$ cat src/hdl/wws_cfg.svh
// Timing constants and window ratios of the window watchdog supervisor.
// Assumes a 125 MHz system clock; the window counts are derived from the printed times.
`ifndef WWS_CFG_SVH
`define WWS_CFG_SVH

// Clock period in nanoseconds.
`define WWS_CLK_NS          64'd8

// Fixed window lengths in milliseconds and their cycle counts.
`define WWS_WIN_SHORT_MS    64'd250
`define WWS_WIN_LONG_MS     64'd2500
`define WWS_WIN_SHORT_CYC   (`WWS_WIN_SHORT_MS * 64'd1000000 / `WWS_CLK_NS)
`define WWS_WIN_LONG_CYC    (`WWS_WIN_LONG_MS * 64'd1000000 / `WWS_CLK_NS)

// Capacitor window: step capacitance in hundredths of pF and base time in microseconds.
`define WWS_CAP_STEP_PFX100 64'd1555
`define WWS_CAP_BASE_US     64'd6250
`define WWS_CAP_PF_DEF      1555

// Oscillator spread limits in percent of nominal.
`define WWS_TOL_MIN_PCT     75
`define WWS_TOL_MAX_PCT     125
`define WWS_TOL_NOM_PCT     100

// Window ratios, scaled by ten.
`define WWS_RATIO_HI_GND    64'd1249
`define WWS_RATIO_HI_VDD    64'd1277
`define WWS_RATIO_HI_CAP    64'd645
`define WWS_RATIO_LO_GND    64'd318
`define WWS_RATIO_LO_VDD    64'd320
`define WWS_RATIO_LO_CAP    64'd258

// Reset pulse length, strap settle time and counter width.
`define WWS_RST_PULSE_CYC   16
`define WWS_CFG_WAIT_CYC    3
`define WWS_CNT_W           36

`endif

$ cat src/hdl/wws_pkg.sv
// Types shared by the window watchdog supervisor.
// Assumes the constants header is compiled alongside.
package wws_pkg;

	// Strap level on the window length input.
	typedef enum logic [1:0] {
		WWS_LEN_GND = 2'b00,
		WWS_LEN_VDD = 2'b01,
		WWS_LEN_CAP = 2'b10
	} wws_len_t;

	// Supervisor states.
	typedef enum logic [1:0] {
		WWS_ST_CFG   = 2'b00,
		WWS_ST_RUN   = 2'b01,
		WWS_ST_RESET = 2'b10
	} wws_state_t;

endpackage : wws_pkg

$ cat src/hdl/wws_top.sv
// Window watchdog supervisor core with strap-selected timing and open-drain reset.
// Assumes trigger and straps arrive from pins and the straps stay static in operation.
`timescale 1ns/1ns
`include "wws_cfg.svh"
module wws_top #(
	parameter longint WIN_SHORT_CYC = `WWS_WIN_SHORT_CYC,
	parameter longint WIN_LONG_CYC  = `WWS_WIN_LONG_CYC,
	parameter int     CAP_PF        = `WWS_CAP_PF_DEF,
	parameter int     TOL_PCT       = `WWS_TOL_NOM_PCT,
	parameter int     RST_PULSE_CYC = `WWS_RST_PULSE_CYC,
	parameter int     CNT_W         = `WWS_CNT_W
) (
	// Clock and reset.
	input  wire logic        clk_sys_in,
	input  wire logic        reset_n_in,
	// Trigger from the supervised processor.
	input  wire logic        trigger_in,
	// Static straps.
	input  wire logic [1:0]  window_length_sel_in,
	input  wire logic        window_ratio_sel_in,
	// Open-drain reset pin.
	output logic             reset_pin_out,
	output logic             reset_pin_oe_out,
	// Status.
	output logic             timeout_out,
	output logic             violation_out,
	output logic             lower_check_en_out,
	output wws_pkg::wws_len_t cfg_length_out,
	output logic             cfg_ratio_out
);
	import wws_pkg::*;

	////////////////////////////////////////////////////////////////////////////////
	// Derived timing.

	// Spread factor kept within the documented tolerance band.
	localparam longint TOL_USE = (TOL_PCT < `WWS_TOL_MIN_PCT) ? `WWS_TOL_MIN_PCT :
	                             (TOL_PCT > `WWS_TOL_MAX_PCT) ? `WWS_TOL_MAX_PCT : TOL_PCT;

	// Capacitor window: (C / 15.55 pF + 1) x 6.25 ms, in clock cycles.
	localparam longint CAP_NOM_CYC = ((longint'(CAP_PF) * 64'd100 + `WWS_CAP_STEP_PFX100) *
	                                  `WWS_CAP_BASE_US * 64'd1000) /
	                                 (`WWS_CAP_STEP_PFX100 * `WWS_CLK_NS);

	// Windows after spread, rounded down so a timeout never comes late.
	localparam longint WG = WIN_SHORT_CYC * TOL_USE / 100;
	localparam longint WV = WIN_LONG_CYC * TOL_USE / 100;
	localparam longint WC = CAP_NOM_CYC * TOL_USE / 100;

	localparam logic [CNT_W-1:0] WIN_GND = CNT_W'(WG);
	localparam logic [CNT_W-1:0] WIN_VDD = CNT_W'(WV);
	localparam logic [CNT_W-1:0] WIN_CAP = CNT_W'(WC);

	// Lower boundaries: window times ten over the ratio times ten.
	localparam logic [CNT_W-1:0] LB_HI_GND = CNT_W'(WG * 10 / `WWS_RATIO_HI_GND);
	localparam logic [CNT_W-1:0] LB_HI_VDD = CNT_W'(WV * 10 / `WWS_RATIO_HI_VDD);
	localparam logic [CNT_W-1:0] LB_HI_CAP = CNT_W'(WC * 10 / `WWS_RATIO_HI_CAP);
	localparam logic [CNT_W-1:0] LB_LO_GND = CNT_W'(WG * 10 / `WWS_RATIO_LO_GND);
	localparam logic [CNT_W-1:0] LB_LO_VDD = CNT_W'(WV * 10 / `WWS_RATIO_LO_VDD);
	localparam logic [CNT_W-1:0] LB_LO_CAP = CNT_W'(WC * 10 / `WWS_RATIO_LO_CAP);

	localparam logic [CNT_W-1:0] RST_LAST = CNT_W'(RST_PULSE_CYC - 1);
	localparam logic [CNT_W-1:0] CFG_LAST = CNT_W'(`WWS_CFG_WAIT_CYC - 1);
	localparam logic [CNT_W-1:0] CNT_ONE  = CNT_W'(1);

	////////////////////////////////////////////////////////////////////////////////
	// Pin synchronisation and edge detection.

	logic [3:0]  pins_sync;
	logic        trig_s;
	logic [1:0]  len_s;
	logic        ratio_s;

	// Trigger and straps pass two flip-flops before any logic sees them.
	wws_sync #(
		.WIDTH      (4)
	) u_sync (
		.clk_sys_in (clk_sys_in),
		.reset_n_in (reset_n_in),
		.async_in   ({trigger_in, window_length_sel_in, window_ratio_sel_in}),
		.sync_out   (pins_sync)
	);

	assign trig_s  = pins_sync[3];
	assign len_s   = pins_sync[2:1];
	assign ratio_s = pins_sync[0];

	logic        trig_d_reg;
	logic        trig_rise;

	// A rising edge is seen in the same cycle that the synchronised trigger first reads high.
	assign trig_rise = trig_s & ~trig_d_reg;

	////////////////////////////////////////////////////////////////////////////////
	// State.

	wws_state_t        state_reg;
	wws_state_t        state_next;
	logic [CNT_W-1:0]  cnt_reg;
	logic [CNT_W-1:0]  cnt_next;
	logic              lower_en_reg;
	logic              lower_en_next;
	wws_len_t          len_reg;
	wws_len_t          len_next;
	logic              ratio_reg;
	logic              ratio_next;
	logic              rst_oe_reg;
	logic              timeout_reg;
	logic              violation_reg;

	////////////////////////////////////////////////////////////////////////////////
	// Window selection from the captured straps.

	logic [CNT_W-1:0]  win_sel;
	logic [CNT_W-1:0]  lb_hi;
	logic [CNT_W-1:0]  lb_lo;
	logic [CNT_W-1:0]  lb_sel;
	logic [CNT_W-1:0]  win_last;

	// Length strap picks the window and the ratio pair; ratio strap picks the pair member.
	assign win_sel  = (len_reg == WWS_LEN_VDD) ? WIN_VDD :
	                  (len_reg == WWS_LEN_GND) ? WIN_GND : WIN_CAP;
	assign lb_hi    = (len_reg == WWS_LEN_VDD) ? LB_HI_VDD :
	                  (len_reg == WWS_LEN_GND) ? LB_HI_GND : LB_HI_CAP;
	assign lb_lo    = (len_reg == WWS_LEN_VDD) ? LB_LO_VDD :
	                  (len_reg == WWS_LEN_GND) ? LB_LO_GND : LB_LO_CAP;
	assign lb_sel   = ratio_reg ? lb_hi : lb_lo;
	assign win_last = win_sel - CNT_ONE;

	////////////////////////////////////////////////////////////////////////////////
	// Event decode in the running state.

	logic              in_run;
	logic              early_edge;
	logic              good_edge;
	logic              expired;

	// An edge inside the lower boundary counts only once checking is armed.
	assign in_run     = (state_reg == WWS_ST_RUN);
	assign early_edge = in_run & trig_rise & lower_en_reg & (cnt_reg < lb_sel);
	assign good_edge  = in_run & trig_rise & ~early_edge;
	// An edge in the last cycle still counts as in time.
	assign expired    = in_run & ~trig_rise & (cnt_reg >= win_last);

	////////////////////////////////////////////////////////////////////////////////
	// Next-state logic.

	// Straps settle, then run, then hold reset for a pulse after any fault.
	always_comb
	begin
		state_next    = state_reg;
		cnt_next      = cnt_reg;
		lower_en_next = lower_en_reg;
		len_next      = len_reg;
		ratio_next    = ratio_reg;
		unique case (state_reg)
			WWS_ST_CFG:
			begin
				cnt_next = cnt_reg + CNT_ONE;
				if (cnt_reg >= CFG_LAST)
				begin
					len_next   = (len_s == 2'b00) ? WWS_LEN_GND :
					             (len_s == 2'b01) ? WWS_LEN_VDD : WWS_LEN_CAP;
					ratio_next = ratio_s;
					cnt_next   = '0;
					state_next = WWS_ST_RUN;
				end
			end
			WWS_ST_RUN:
			begin
				cnt_next = cnt_reg + CNT_ONE;
				if (good_edge)
				begin
					cnt_next      = '0;
					lower_en_next = 1'b1;
				end
				else if (early_edge || expired)
				begin
					cnt_next   = '0;
					state_next = WWS_ST_RESET;
				end
			end
			WWS_ST_RESET:
			begin
				cnt_next      = cnt_reg + CNT_ONE;
				lower_en_next = 1'b0;
				if (cnt_reg >= RST_LAST)
				begin
					cnt_next   = '0;
					state_next = WWS_ST_RUN;
				end
			end
			default:
			begin
				cnt_next   = '0;
				state_next = WWS_ST_CFG;
			end
		endcase
	end

	////////////////////////////////////////////////////////////////////////////////
	// Registers.

	// Control state and configuration.
	always_ff @(posedge clk_sys_in)
	begin
		if (!reset_n_in)
		begin
			state_reg    <= WWS_ST_CFG;
			cnt_reg      <= '0;
			lower_en_reg <= 1'b0;
			len_reg      <= WWS_LEN_GND;
			ratio_reg    <= 1'b0;
			trig_d_reg   <= 1'b0;
		end
		else
		begin
			state_reg    <= state_next;
			cnt_reg      <= cnt_next;
			lower_en_reg <= lower_en_next;
			len_reg      <= len_next;
			ratio_reg    <= ratio_next;
			trig_d_reg   <= trig_s;
		end
	end

	// Reset pin drive and fault pulses.
	always_ff @(posedge clk_sys_in)
	begin
		if (!reset_n_in)
		begin
			rst_oe_reg    <= 1'b1;
			timeout_reg   <= 1'b0;
			violation_reg <= 1'b0;
		end
		else
		begin
			rst_oe_reg    <= (state_next != WWS_ST_RUN);
			timeout_reg   <= expired;
			violation_reg <= early_edge;
		end
	end

	////////////////////////////////////////////////////////////////////////////////
	// Outputs.

	assign reset_pin_out      = 1'b0;
	assign reset_pin_oe_out   = rst_oe_reg;
	assign timeout_out        = timeout_reg;
	assign violation_out      = violation_reg;
	assign lower_check_en_out = lower_en_reg;
	assign cfg_length_out     = len_reg;
	assign cfg_ratio_out      = ratio_reg;

endmodule : wws_top

$ cat src/hdl/wws_sync.sv
// Two flip-flop synchroniser for pin inputs.
// Assumes the inputs are asynchronous to clk_sys_in; only the second stage is read.
`timescale 1ns/1ns
module wws_sync #(
	parameter int WIDTH = 1
) (
	// Clock and reset.
	input  wire logic             clk_sys_in,
	input  wire logic             reset_n_in,
	// Asynchronous levels in, synchronised levels out.
	input  wire logic [WIDTH-1:0] async_in,
	output logic      [WIDTH-1:0] sync_out
);

	logic [WIDTH-1:0] meta_reg;
	logic [WIDTH-1:0] sync_reg;

	// Both stages clear on reset; the first stage feeds only the second.
	always_ff @(posedge clk_sys_in)
	begin
		if (!reset_n_in)
		begin
			meta_reg <= '0;
			sync_reg <= '0;
		end
		else
		begin
			meta_reg <= async_in;
			sync_reg <= meta_reg;
		end
	end

	assign sync_out = sync_reg;

endmodule : wws_sync

$ cat config.mk
export PLATFORM = sky130hd
export DESIGN_NAME = wws_top
export DESIGN_NICKNAME = d
export VERILOG_FILES = /design/src/hdl/wws_pkg.sv /design/src/hdl/wws_top.sv /design/src/hdl/wws_sync.sv
export VERILOG_INCLUDE_DIRS = /design/src /design/src/hdl
export SDC_FILE = /design/constraint.sdc
export NUM_CORES = 1
export LEC_CHECK = 0
export ABC_AREA = 1
export BUFFER_PORTS_ARGS = -buffer_cell sky130_fd_sc_hd__buf_2
export CORE_MARGIN = 3
export CORE_UTILIZATION = 45
export DETAILED_ROUTE_END_ITERATION = 8
export GPL_TIMING_DRIVEN = 1
export PLACE_DENSITY = 0.74
export REMOVE_ABC_BUFFERS = 1
export SLEW_MARGIN = 20
export SYNTH_ARGS = -nofsm -noshare
export SYNTH_HDL_FRONTEND = slang
export SYNTH_SLANG_ARGS = --single-unit
$ cat constraint.sdc
create_clock -name clk_sys_in -period 2.4 [get_ports clk_sys_in]
set_clock_uncertainty 0.15 [all_clocks]
set_input_delay 0.24 -clock clk_sys_in [delete_from_list [all_inputs] [get_ports clk_sys_in]]
set_output_delay 0.24 -clock clk_sys_in [all_outputs]
set_load 0.02 [all_outputs]
# After elaboration in Yosys (flattened, before gate mapping)
# Cells that the tools add are included.
# classes
addsub	2
order_cmp	4
n_eq_ne	6
mux	21
bitwise_logic	10
reduce_logical	7
# ops
cell	n
$mux W36	4
$pmux W36 S3	1
$mux W24	2
$mux W22	2
$add A36 B1 Y36 const B	1
$ge A36 B2 Y1 const B	1
$ge A36 B36 Y1	1
$ge A36 B4 Y1 const B	1
$lt A36 B24 Y1	1
$sub A29 B1 Y30 const B	1
$mux W29	1
$mux W27	1
$mux W21	1
$mux W2	6
$and A1 B1 Y1	7
$eq A2 B1 Y1 const B	3
$logic_not A2 Y1	3
$pmux W2 S3	1
$ne A2 B1 Y1 const B	2
$reduce_and A2 Y1	2
$not A1 Y1	3
$eq A2 B2 Y1 const B	1
$pmux W1 S2	1
$reduce_bool A2 Y1	1
2 further kinds	2
# totals
ff_bits	54
in_bits	6
output_inout_bits	8
wordCells	61

# Longest topological paths before layout
# Gate-level depths: netlist of the first run.
# logic_depth
word_depth	11
ltp_mapped	19
mapped_depth_nobuf	18

# Modules after synthesis
# From an unflattened synthesis of the first run, not the netlist that was laid out.
# unflattened
hier_cells	501
hier_area_um2	3627.2
# modules_own_cells
mod	instances	cells_per_inst	area_each_um2	seq_area_each_um2
wws_top	1	476	3402.0	920.9
wws_sync	1	25	225.2	160.2

# Worst setup path before layout of the first run
# OpenSTA, ideal clock, no wires.
# synth_timing
kind	reg-to-reg
from	register len_reg[0], in the netlist cfg_length_out[0]
to	register cnt_reg[0]
setup_ps	64
t_arrival_ps	2322
t_required_ps	2186
slack_ps	-136
stages_incl_launch_ff	19
path_buffers	1
synth_period_minus_slack_ps	2536
path_cell_list	dfxtp_1 nor2_1 inv_1 o21ai_0 inv_1 ha_1 nand2_1 nor2_1 o21ai_0 nand2_1 nand2_1 nand2_1 nand2_1 nand2_2 nand3_1 nand2_1 nand2_2 buf_6 nor2_1
# synth_via
elab_chain_len	10
word_cells_on_any_way	20
classes_between	1 x add/sub; 2 x order compare; 1 x eq/ne; 10 x mux; 4 x bitwise; 2 x reduce/logical
# synth_lines
element	line_no	text
start: declaration	wws_top.sv:103	wws_len_t len_reg;
start signal: assignment	wws_top.sv:221	len_reg <= len_next;
$logic_not A2 Y1	wws_top.sv:122, wws_top.sv:124, wws_top.sv:126	
$mux W27 (tied with other cells)	wws_top.sv:122	(len_reg == WWS_LEN_GND) ? WIN_GND : WIN_CAP;
$mux W29 (tied with other cells)	wws_top.sv:121	assign win_sel = (len_reg == WWS_LEN_VDD) ? WIN_VDD :
$sub A29 B1 Y30 or $mux W24 (tied branches)	wws_top.sv:128, wws_top.sv:127	
$ge A36 B36 Y1 or $lt A36 B24 Y1 (tied branches)	wws_top.sv:143, wws_top.sv:140	
$and A1 B1 Y1, on equally long branches	wws_top.sv:143, wws_top.sv:140	
$logic_or A1 B1 Y1 or $not A1 Y1 (tied branches)	wws_top.sv:177, wws_top.sv:141	
$mux W36 or $and A1 B1 Y1 (tied branches)	wws_top.sv:177, wws_top.sv:141	
$mux W36 (*)	wws_top.sv:172	if (good_edge)
$pmux W36 S3 (*)	wws_top.sv:156	unique case (state_reg)
end signal: assignment	wws_top.sv:219	cnt_reg <= cnt_next;
end: declaration	wws_top.sv:99	logic [CNT_W-1:0] cnt_reg;
# Mark *: on every way between the ends. The rest lies on a longest branch, timed or not.
# A chain may end at the register's enable or synchronous reset.

# Final worst setup path of the first run
# layout_timing
from	register len_reg[1], in the netlist cfg_length_out[1]
to	register cnt_reg[20]
# The elaborated chain is that of the path after synthesis.

==> flow_summary_export.csv, run 1 <==
group,metric,value,unit
routing,ant_nets,0,
critical_path,start_kind,"register",
power,power_frac_comb,0.214,
yosys,synth_top_family_by_area,"simple AND/OR/NAND/NOR gates",
grt,antenna_found_initial,0,
routing,drt-total-wl,9.17,mm
die,io_pins,14,
timing,period_needed,2.59,ns
critical_path,rrSetupSlack,-0.19,ns
yosys,synth_edf_count,0,
power,p_clk_frac,0.294,
grt,grt_max_degree,22,
routing,vias,3347,
timing,hold_ws,0.0662,ns
finish,final_nets,597,
yosys,synth-warning-count,0,
timing,drv_slew,0,
yosys,synth_xor_area_frac,0.0623,
cts,clock-sinks,54,
cts,cts_tree,"yes",
power,p_total,1.91,mW
power,ir_drop,0.000406,V
finish,drive_above_1_share,0.260,
grt,grt_pass1_vias,3116,
cts,clockBufferDepth,2,
critical_path,cp_slowest_stage_delay,0.40,ns
finish,final_common_cell,"nand2_1",
cts,cts-root-buf,"clkbuf_8",
grt,grt_pass1_wl,13.4,mm
finish,antenna_cells,0,
power,p_leak,2.02,nW
grt,grt_overflow,0,
yosys,ys_ff_latch,54,
timing,fmax,387,MHz
timing,min_period_over_period,1.08,
power,power.density,423,nW/um^2
yosys,synthDistinctLibCells,39,
yosys,synth.area.top_cells,"dfxtp_1, ha_1, nand2_1, nor2_1, inv_1",
grt,grtUsageMet1,0.226,
yosys,synth_top_area_frac,0.308,
cts,htree_num_levels,2,
die,coreArea,7410,um^2
critical_path,path_cells,"nor2_4, inv_2, buf_12, ha_4, a21oi_1, o21ai_0, a21oi_1, nand2_2, nand2_2, nand2_2, nor2_2, nand3_2, nand2_2, nand2_4, clkbuf_16, nor2_2",
job,maxCapViolCount,0,
critical_path,path_max_fanout,7,
timing,hold_viol,0,
yosys,synth_area_leader_cell,"dfxtp_1",
yosys,synthSimpleGateAreaFrac,0.318,
yosys,synth-compound-area-share,0.0663,
run_status,violations,"negative setup slack",
power,switching_share,0.310,
routing,wire_per_inst,14.2,um
die,die_w,94.3,um
yosys,muxShareOfSynthArea,0,
routing,vias_per_cell,5.18,
die,die_height,94.3,um
die,floorplan.initialDensity,0.474,
yosys,avgSynthCellArea,7.18,um^2
grt,gr-usage-met2,0.336,
grt,grt_usage,0.187,
critical_path,cpMostUsedCell,"nand2_2",
yosys,ys_async_sr_fraction,0,
power,seqPwrFrac,0.493,
finish,area_growth,28.9,%
critical_path,arrival,2.70,ns
finish,seq_area,1090,um^2
placement,gp_congestion,0.883,
finish,multi_input_area,2530,um^2
routing,drc,0,
run_status,status,"complete, but fails checks",
finish,final_cell_mix,"nand2_1, nor2_1, inv_1",
die,placementRows,31,
cts,insertion_delay,0.33,ns
critical_path,slowest_stage,"dfxtp_4",
die,dieArea,8900,um^2
grt,grt_busiest_layer,"met2",
power,p_sw,0.593,mW
yosys,yosysSeqAreaShare,0.308,
critical_path,endpoint_kind,"register",
timing,rsz0062_at_grt,"true",
yosys,synth_fa_ha_area_frac,0.160,
routing,dr.pass1.iters,4,
yosys,synthCells,489,
grt,grt_use_met3,0.0343,
power,internal_power,1.32,mW
finish,final_util,0.611,
timing,tns,-4.39,ns
finish,largest_reg_flops,36,
placement,portBuffers,12,
timing,setup_ws,-0.186,ns
critical_path,crit_required,2.52,ns
finish,fill_cells,632,
critical_path,crit_type,"reg -> reg",
cts,cts_buffers,5,
timing,finalSetupViolCount,31,
yosys,ys.flop_type,"dfxtp_1",
hold_path,hold_path_class,"in -> reg",
yosys,syn-cell-area,3510,um^2
routing,drt_iter0_markers,165,
placement,dp_hpwl,6.19,mm
cts,clk_pin_slew,0.10,ns
[logic make-up (layout without fill, tap and decap cells)]
logic type / after synthesis / count (layout)
other: 2 / 9
flip-flops: 54 / 54
buffers and inverters: 70 / 121
AND/OR/NAND/NOR: 251 / 251
AO/OA/AOI/OAI: 42 / 42
adder cells (fa/ha/maj): 45 / 45
XOR/XNOR: 25 / 25
[cell type report]
cell class	count	share of cell area
repair buffers	49	0.0968
flip-flops and latches	54	0.241
well taps	99	0.0274
clock inverters	3	0.00636
multi-input cells	372	0.559
inverters	64	0.0545
clock buffers	5	0.0152
[stage by stage]
step / instance area [um^2] / cells / setup slack (ns)
global route: 4530 / 646 / -0.323
global placement: 3860 / 625 / -0.0716
finish: 4530 / 646 / -0.186
detailed placement: 3860 / 625 / -0.148
floorplan: 3490 / 490 / -0.308
CTS: 4030 / 637 / -0.0484
[per-layer routing]
layer | share of wire | routed length, um | vias to the layer above
met5 | 0 | 0 | -
met4 | 0.030 | 279 | 0
met3 | 0.042 | 389 | 29
met2 | 0.49 | 4530 | 87
met1 | 0.43 | 3980 | 1563
li1 | - | - | 1668
[Yosys cell counts (3+ instances only)]
| cell type | n |
|---|---|
| a21oi_1 | 21 |
| buf_6 | 3 |
| dfxtp_1 | 54 |
| ha_1 | 45 |
| inv_1 | 61 |
| nand2_1 | 106 |
| nand3_1 | 23 |
| nand4_1 | 8 |
| nor2_1 | 85 |
| nor2_2 | 4 |
| nor3_1 | 9 |
| nor3_2 | 4 |
| o21ai_0 | 12 |
| xor2_1 | 23 |
[critical path, delay by kind of cell, from the launching register on]
family                     cells  cell delay (ns)
AOI/OAI and AO/OA              3             0.50
adders and majority gates      1             0.23
buffers and inverters          3             0.42
DFF                            1             0.40
and+or+nand+nor                9             0.83
[power groups by stage]
stage	clock network [mW]	logic, mW	registers, mW
final	0.562	0.409	0.943
after global routing	0.614	0.449	0.946
after CTS	0.568	0.316	0.940
after detailed placement	0	0.304	0.959
after global placement	0	0.292	0.957
after floorplan	0	0.169	0.972
[what timing repair did]
action / in CTS / in global routing
pin swaps: 1 / 31
gates cloned: 0 / 3
endpoints found under the hold margin: 4 / 0
hold buffers: 4 / 0
endpoints found under the setup margin: 34 / 34
setup buffers: 0 / 7
resized for setup: 14 / 88
[final timing paths]
path,cells after the start,from,end
min,2,reset_n_in,reset_pin_oe_out$_SDFF_PN1_
min reg2reg,2,u_sync.meta_reg[2]$_SDFF_PN0_,u_sync.sync_out[2]$_SDFF_PN0_
max reg2reg,16,cfg_length_out[1]$_SDFFE_PN0P_,cnt_reg[20]$_SDFF_PN0_
max,16,cfg_length_out[1]$_SDFFE_PN0P_,cnt_reg[20]$_SDFF_PN0_
Power figures use the tool's default switching activity.
==> run 2: changes to the inputs <==
- PLACE_DENSITY: 0.74 -> 0.73
- SYNTH_HIERARCHICAL: default -> 1
==> run 2 against run 1 <==
The run still ends with negative setup slack left; sequential cell count unchanged; area after synthesis increased by 3.3%; first-iteration DRC count increased by 38%; die area increased by 3.1%; largest power group unchanged; critical path type unchanged; utilization decreased by 0.65 points; largest cell class unchanged; sequential share of layout area decreased by 0.87 points; highest routed layer unchanged; sequential power about the same.
==> flow_summary_export.csv, run 2 <==
group,metric,value,unit
power,switching_share,0.270,
yosys,synth.area.top_cells,"dfxtp_1, ha_1, nand2_1, nor2_1, inv_1",
routing,wire_per_inst,14.0,um
yosys,syn-cell-area,3630,um^2
grt,grt_pass1_wl,14.8,mm
die,dieArea,9170,um^2
yosys,synth_common_cells,"nand2_1, nor2_1, inv_1, dfxtp_1, ha_1",
cts,cts-root-buf,"clkbuf_8",
finish,seq_area,1090,um^2
yosys,synth.most_common_cell,"nand2_1",
routing,drt-total-wl,9.38,mm
finish,final_nets,618,
timing,setup_ws,-0.331,ns
finish,final_common_cell,"nand2_1",
hold_path,hold_path_class,"in -> reg",
die,io_pins,14,
die,coreArea,7770,um^2
grt,grt_usage,0.203,
power,ir_drop,0.000427,V
power,internal_power,1.51,mW
routing,vias_per_cell,5.23,
die,die_height,95.8,um
routing,dr.pass1.iters,5,
power,p_total,2.07,mW
finish,drive_above_1_share,0.255,
yosys,synth_edf_count,0,
yosys,ys_ff_latch,54,
cts,clock-sinks,54,
finish,fill_cells,667,
critical_path,crit_required,2.50,ns
finish,multi_input_area,2550,um^2
critical_path,path_max_fanout,8,
job,maxCapViolCount,0,
power,p_sw,0.560,mW
grt,antenna_found_initial,0,
yosys,synthDistinctLibCells,38,
cts,clockBufferDepth,2,
critical_path,start_kind,"register",
die,floorplan.initialDensity,0.467,
routing,drt_iter0_markers,227,
die,placementRows,32,
timing,fmax,366,MHz
yosys,avgSynthCellArea,7.24,um^2
routing,drc,0,
finish,area_growth,29.4,%
grt,grt_pass1_vias,3277,
routing,vias,3504,
timing,finalSetupViolCount,34,
yosys,synthCells,501,
finish,antenna_cells,0,
cts,insertion_delay,0.32,ns
critical_path,crit_type,"reg -> reg",
placement,portBuffers,12,
critical_path,arrival,2.83,ns
timing,period_needed,2.73,ns
cts,clk_pin_slew,0.10,ns
power,power_frac_comb,0.196,
grt,grt_max_degree,18,
yosys,ys_async_sr_fraction,0,
timing,rsz0062_at_grt,"true",
timing,hold_viol,0,
routing,ant_nets,0,
timing,drv_slew,0,
yosys,ys.flop_type,"dfxtp_1",
power,seqPwrFrac,0.454,
timing,tns,-9.99,ns
cts,cts_tree,"yes",
power,p_leak,2.17,nW
yosys,synth-warning-count,6,
critical_path,endpoint_kind,"register",
yosys,synth_area_leader_cell,"dfxtp_1",
placement,gp_congestion,0.916,
die,die_w,95.8,um
cts,htree_num_levels,2,
timing,relSlewSlack,0.606,
finish,final_cell_mix,"nand2_1, inv_1, dfxtp_1",
timing,worstMarginPinSlew,0.591,ns
power,power.density,441,nW/um^2
power,p_clk_frac,0.350,
placement,dp_hpwl,6.47,mm
run_status,violations,"negative setup slack",
cts,cts_buffers,5,
grt,grt_overflow,0,
timing,min_period_over_period,1.14,
finish,largest_reg_flops,36,
yosys,synth_top_area_frac,0.298,
run_status,status,"complete, but fails checks",
yosys,yosysSeqAreaShare,0.298,
[run 2: routing by layer]
layer / vias to the layer above / track usage / part of all wire
met4: 0 / 0.0711 / 0.027
met3: 24 / 0.0242 / 0.043
met2: 105 / 0.354 / 0.49
met5: - / 0 / 0
li1: 1735 / - / -
met1: 1640 / 0.258 / 0.44
[run 2: timing repair]
item,CTS,global route
cloned,1,1
endpoints found under the hold margin,4,0
pin swaps,7,14
buffers inserted,5,4
gates resized for setup,44,41
setup endpoints to repair,36,35
hold buffers,4,0
[run 2: cells by family (layout without fill, tap and decap cells)]
group,after synthesis,count (layout),share of synthesized area
DFF,54,54,0.298
other,2,9,0.00207
adders and majority gates,45,45,0.155
buffers and inverters,79,139,0.0900
AOI/OAI and AO/OA,40,40,0.0617
xor gates and xnor gates,25,25,0.0604
and+or+nand+nor,256,256,0.333
[run 2: path summary, 6_finish.rpt]
check / to / cells after the start / slack (ns) / from
max: cnt_reg[26]$_SDFF_PN0_ / 17 / -0.33 / cfg_length_out[0]$_SDFFE_PN0P_
min: reset_pin_oe_out$_SDFF_PN1_ / 2 / 0.07 / reset_n_in
max reg2reg: cnt_reg[26]$_SDFF_PN0_ / 17 / -0.33 / cfg_length_out[0]$_SDFFE_PN0P_
min reg2reg: u_sync/sync_out[3]$_SDFF_PN0_ / 2 / 0.27 / u_sync/meta_reg[3]$_SDFF_PN0_
[run 2: final cells by class]
| cell class | instances | share of cell area |
|---|---|---|
| Sequential cell | 54 | 0.232 |
| Timing Repair Buffer | 58 | 0.108 |
| Clock buffer | 5 | 0.0147 |
| Clock inverter | 3 | 0.0147 |
| Multi-Input combinational cell | 375 | 0.542 |
| Tap cell | 102 | 0.0272 |
| Inverter | 73 | 0.0605 |
[run 2: stage by stage]
step	worst slack, ns	hold WS, ns	instances	cell area (um^2)	util
floorplan	-0.513	0.178	502	3600	-
global placement	-0.183	0.244	649	4060	0.523
detailed placement	-0.276	0.252	649	4060	0.523
CTS	-0.0369	0.0922	667	4470	0.576
global route	-0.450	0.103	670	4690	0.604
finish	-0.331	0.0719	670	4690	0.604
[run 2: worst max-delay path: stages (launching register included)]
cell     delay [ns]
dfxtp_4        0.40
buf_12         0.11
nand2_8        0.07
inv_4          0.07
buf_6          0.13
nor2_1         0.05
ha_1           0.27
nand2_2        0.07
nor4_1         0.40
nand2_1        0.12
nand2_1        0.07
nand2_1        0.07
nand2_2        0.11
nand3_4        0.10
nand2_4        0.11
nand2_8        0.09
buf_12         0.19
nor2_2         0.07
[run 2: power groups by stage]
stage / combinational (mW) / sequential [mW] / clock, mW
6_report: 0.405 / 0.941 / 0.726
5_1_grt: 0.452 / 0.944 / 0.759
4_1_cts: 0.351 / 0.940 / 0.736
3_5_place_dp: 0.303 / 0.956 / 0
3_3_place_gp: 0.291 / 0.955 / 0
2_1_floorplan: 0.169 / 0.971 / 0
==> run 3: changes to the inputs <==
- SKIP_LAST_GASP: default -> 1
==> run 3 against run 2 <==
Power is 0.26% lower; the flow still finishes with violations (negative setup slack); clock power hardly changed; worst setup slack better by 0.081 ns; clock-buffer cell count stayed put; utilization is 0.89 points lower; sequential cell count stayed put; sequential share of layout area is 0.35 points higher; cell area is 1.5% lower; worst hold slack better by 0.0015 ns; via count is 2.3% lower; largest power group unchanged; combinational power hardly changed.
==> flow_summary_export.csv, run 3 (synthesis gave the netlist of run 2 again) <==
group,metric,value,unit
timing,rsz0062_at_grt,"true",
placement,gp_congestion,0.916,
die,floorplan.initialDensity,0.467,
placement,dp_hpwl,6.47,mm
finish,final_cell_mix,"nand2_1, inv_1, nor2_1",
cts,htree_num_levels,2,
cts,cts_tree,"yes",
power,switching_share,0.268,
grt,grt_pass1_wl,14.8,mm
routing,drc,0,
hold_path,holdPathStages,2,
timing,setup_ws,-0.251,ns
critical_path,r2r-end,"cnt_reg[12]$_SDFF_PN0_",
finish,final_common_cell,"nand2_1",
critical_path,crit_type,"reg -> reg",
grt,grt_use_met3,0.0242,
grt,gr-usage-met2,0.354,
critical_path,arrival,2.72,ns
critical_path,endpoint_kind,"register",
critical_path,rrSetupSlack,-0.25,ns
routing,ant_nets,0,
power,p_clk_frac,0.350,
cts,clock-sinks,54,
routing,wire_per_inst,13.7,um
die,placementRows,32,
cts,clockBufferDepth,2,
cts,clk_pin_slew,0.10,ns
routing,vias,3423,
grt,grt_max_degree,18,
critical_path,start_kind,"register",
power,seqPwrFrac,0.455,
routing,drt_iter0_markers,219,
placement,portBuffers,12,
die,die_height,95.8,um
timing,fmax,377,MHz
power,power.density,447,nW/um^2
power,power_frac_comb,0.195,
routing,drt-total-wl,9.15,mm
hold_path,hold_path_class,"in -> reg",
finish,final_nets,616,
hold_path,min_to,"reset_pin_oe_out$_SDFF_PN1_",
finish,area_growth,27.5,%
critical_path,crit_required,2.47,ns
critical_path,r2r_start,"cfg_length_out[1]$_SDFFE_PN0P_",
run_status,violations,"negative setup slack",
finish,final_util,0.596,
routing,dr.pass1.iters,7,
timing,hold_viol,0,
finish,largest_reg_flops,36,
grt,grt_overflow,0,
routing,vias_per_cell,5.12,
grt,antenna_found_initial,0,
timing,drv_slew,0,
grt,grt_busiest_layer,"met2",
power,p_leak,2.15,nW
job,maxCapViolCount,0,
timing,period_needed,2.65,ns
power,p_sw,0.554,mW
power,internal_power,1.51,mW
critical_path,path_max_fanout,13,
die,dieArea,9170,um^2
cts,insertion_delay,0.31,ns
timing,min_period_over_period,1.10,
finish,antenna_cells,0,
grt,grtUsageMet1,0.258,
grt,grt_pass1_vias,3274,
finish,drive_above_1_share,0.247,
run_status,status,"complete, but fails checks",
grt,grt_usage,0.203,
cts,cts_buffers,5,
die,io_pins,14,
die,die_w,95.8,um
cts,cts-root-buf,"clkbuf_8",
critical_path,ff2ff_path_depth,17,
timing,finalSetupViolCount,33,
die,coreArea,7770,um^2
power,ir_drop,0.000415,V
finish,finalNonFillerCells,668,
hold_path,min_from,"reset_n_in",
placement,dp_cells,649,
-- run 3: cell count changes in the layout (fill, tap and decap cells not counted), sizes merged --
cell | previous run | this run
buf | 53 | 52
clkbuf | 6 | 5
-- run 3: worst max-delay path by stage --
stage / from / end
4_1_cts: cfg_length_out[1]$_SDFFE_PN0P_ / cnt_reg[28]$_SDFF_PN0_
2_1_floorplan: cfg_length_out[1]$_SDFFE_PN0P_ / cnt_reg[10]$_SDFF_PN0_
6_report: cfg_length_out[1]$_SDFFE_PN0P_ / cnt_reg[12]$_SDFF_PN0_
3_5_place_dp: cfg_length_out[1]$_SDFFE_PN0P_ / cnt_reg[28]$_SDFF_PN0_
5_1_grt: cfg_length_out[1]$_SDFFE_PN0P_ / cnt_reg[11]$_SDFF_PN0_
3_3_place_gp: cfg_ratio_out$_SDFFE_PN0P_ / cnt_reg[10]$_SDFF_PN0_
-- run 3: area by class of cell --
type	instances	area (um^2)
Clock inverter	3	68.8
Sequential cell	54	1090
Fill cell	688	3140
Inverter	73	284
Tap cell	102	128
Clock buffer	5	68.8
Timing Repair Buffer	56	468
Multi-Input combinational cell	375	2520
-- run 3: power groups by stage --
stage	Sequential (mW)	Combinational (mW)	Clock [mW]
after CTS	0.940	0.350	0.736
final	0.941	0.403	0.723
after global placement	0.955	0.291	0
after floorplan	0.971	0.169	0
after global routing	0.944	0.447	0.759
after detailed placement	0.956	0.303	0
-- run 3: through the flow --
stage	setup WS (ns)	hold slack [ns]	power, mW	setup TNS (ns)	area [um^2]
detailed placement	-0.276	0.252	1.26	-7.70	4060
global route	-0.454	0.102	2.15	-13.66	4630
global placement	-0.183	0.244	1.25	-4.88	4060
CTS	-0.0469	0.0922	2.03	-0.564	4460
floorplan	-0.513	0.178	1.14	-14.71	3600
finish	-0.251	0.0734	2.07	-6.88	4630
-- run 3: what timing repair did --
item / CTS / global route
cloned: 1 / 0
hold buffers: 4 / 0
pin swaps: 7 / 3
buffers inserted: 5 / 2
gates resized for setup: 39 / 39
setup endpoints to repair: 36 / 35
endpoints found under the hold margin: 4 / 0
-- run 3: critical path, cell delays in order, from the launching register on --
cell and delay (ns):
dfxtp_4 0.40, nor2_4 0.15, clkinv_4 0.15, buf_4 0.17, nor2_1 0.10, ha_1 0.27
a21oi_1 0.15, o21a_1 0.13, nand2_1 0.07, nand2_1 0.09, nand2_1 0.05, nand2_1 0.07
nand2_2 0.07, nand3_2 0.09, nand2_2 0.06, nand2_4 0.12, buf_12 0.19, nor2_1 0.06
-- run 3: metal layers --
metal | up-vias | part of all wire | wire length [um]
met4 | 0 | 0.027 | 251
li1 | 1733 | - | -
met3 | 19 | 0.040 | 363
met1 | 1589 | 0.44 | 3990
met5 | - | 0 | 0
met2 | 82 | 0.50 | 4540
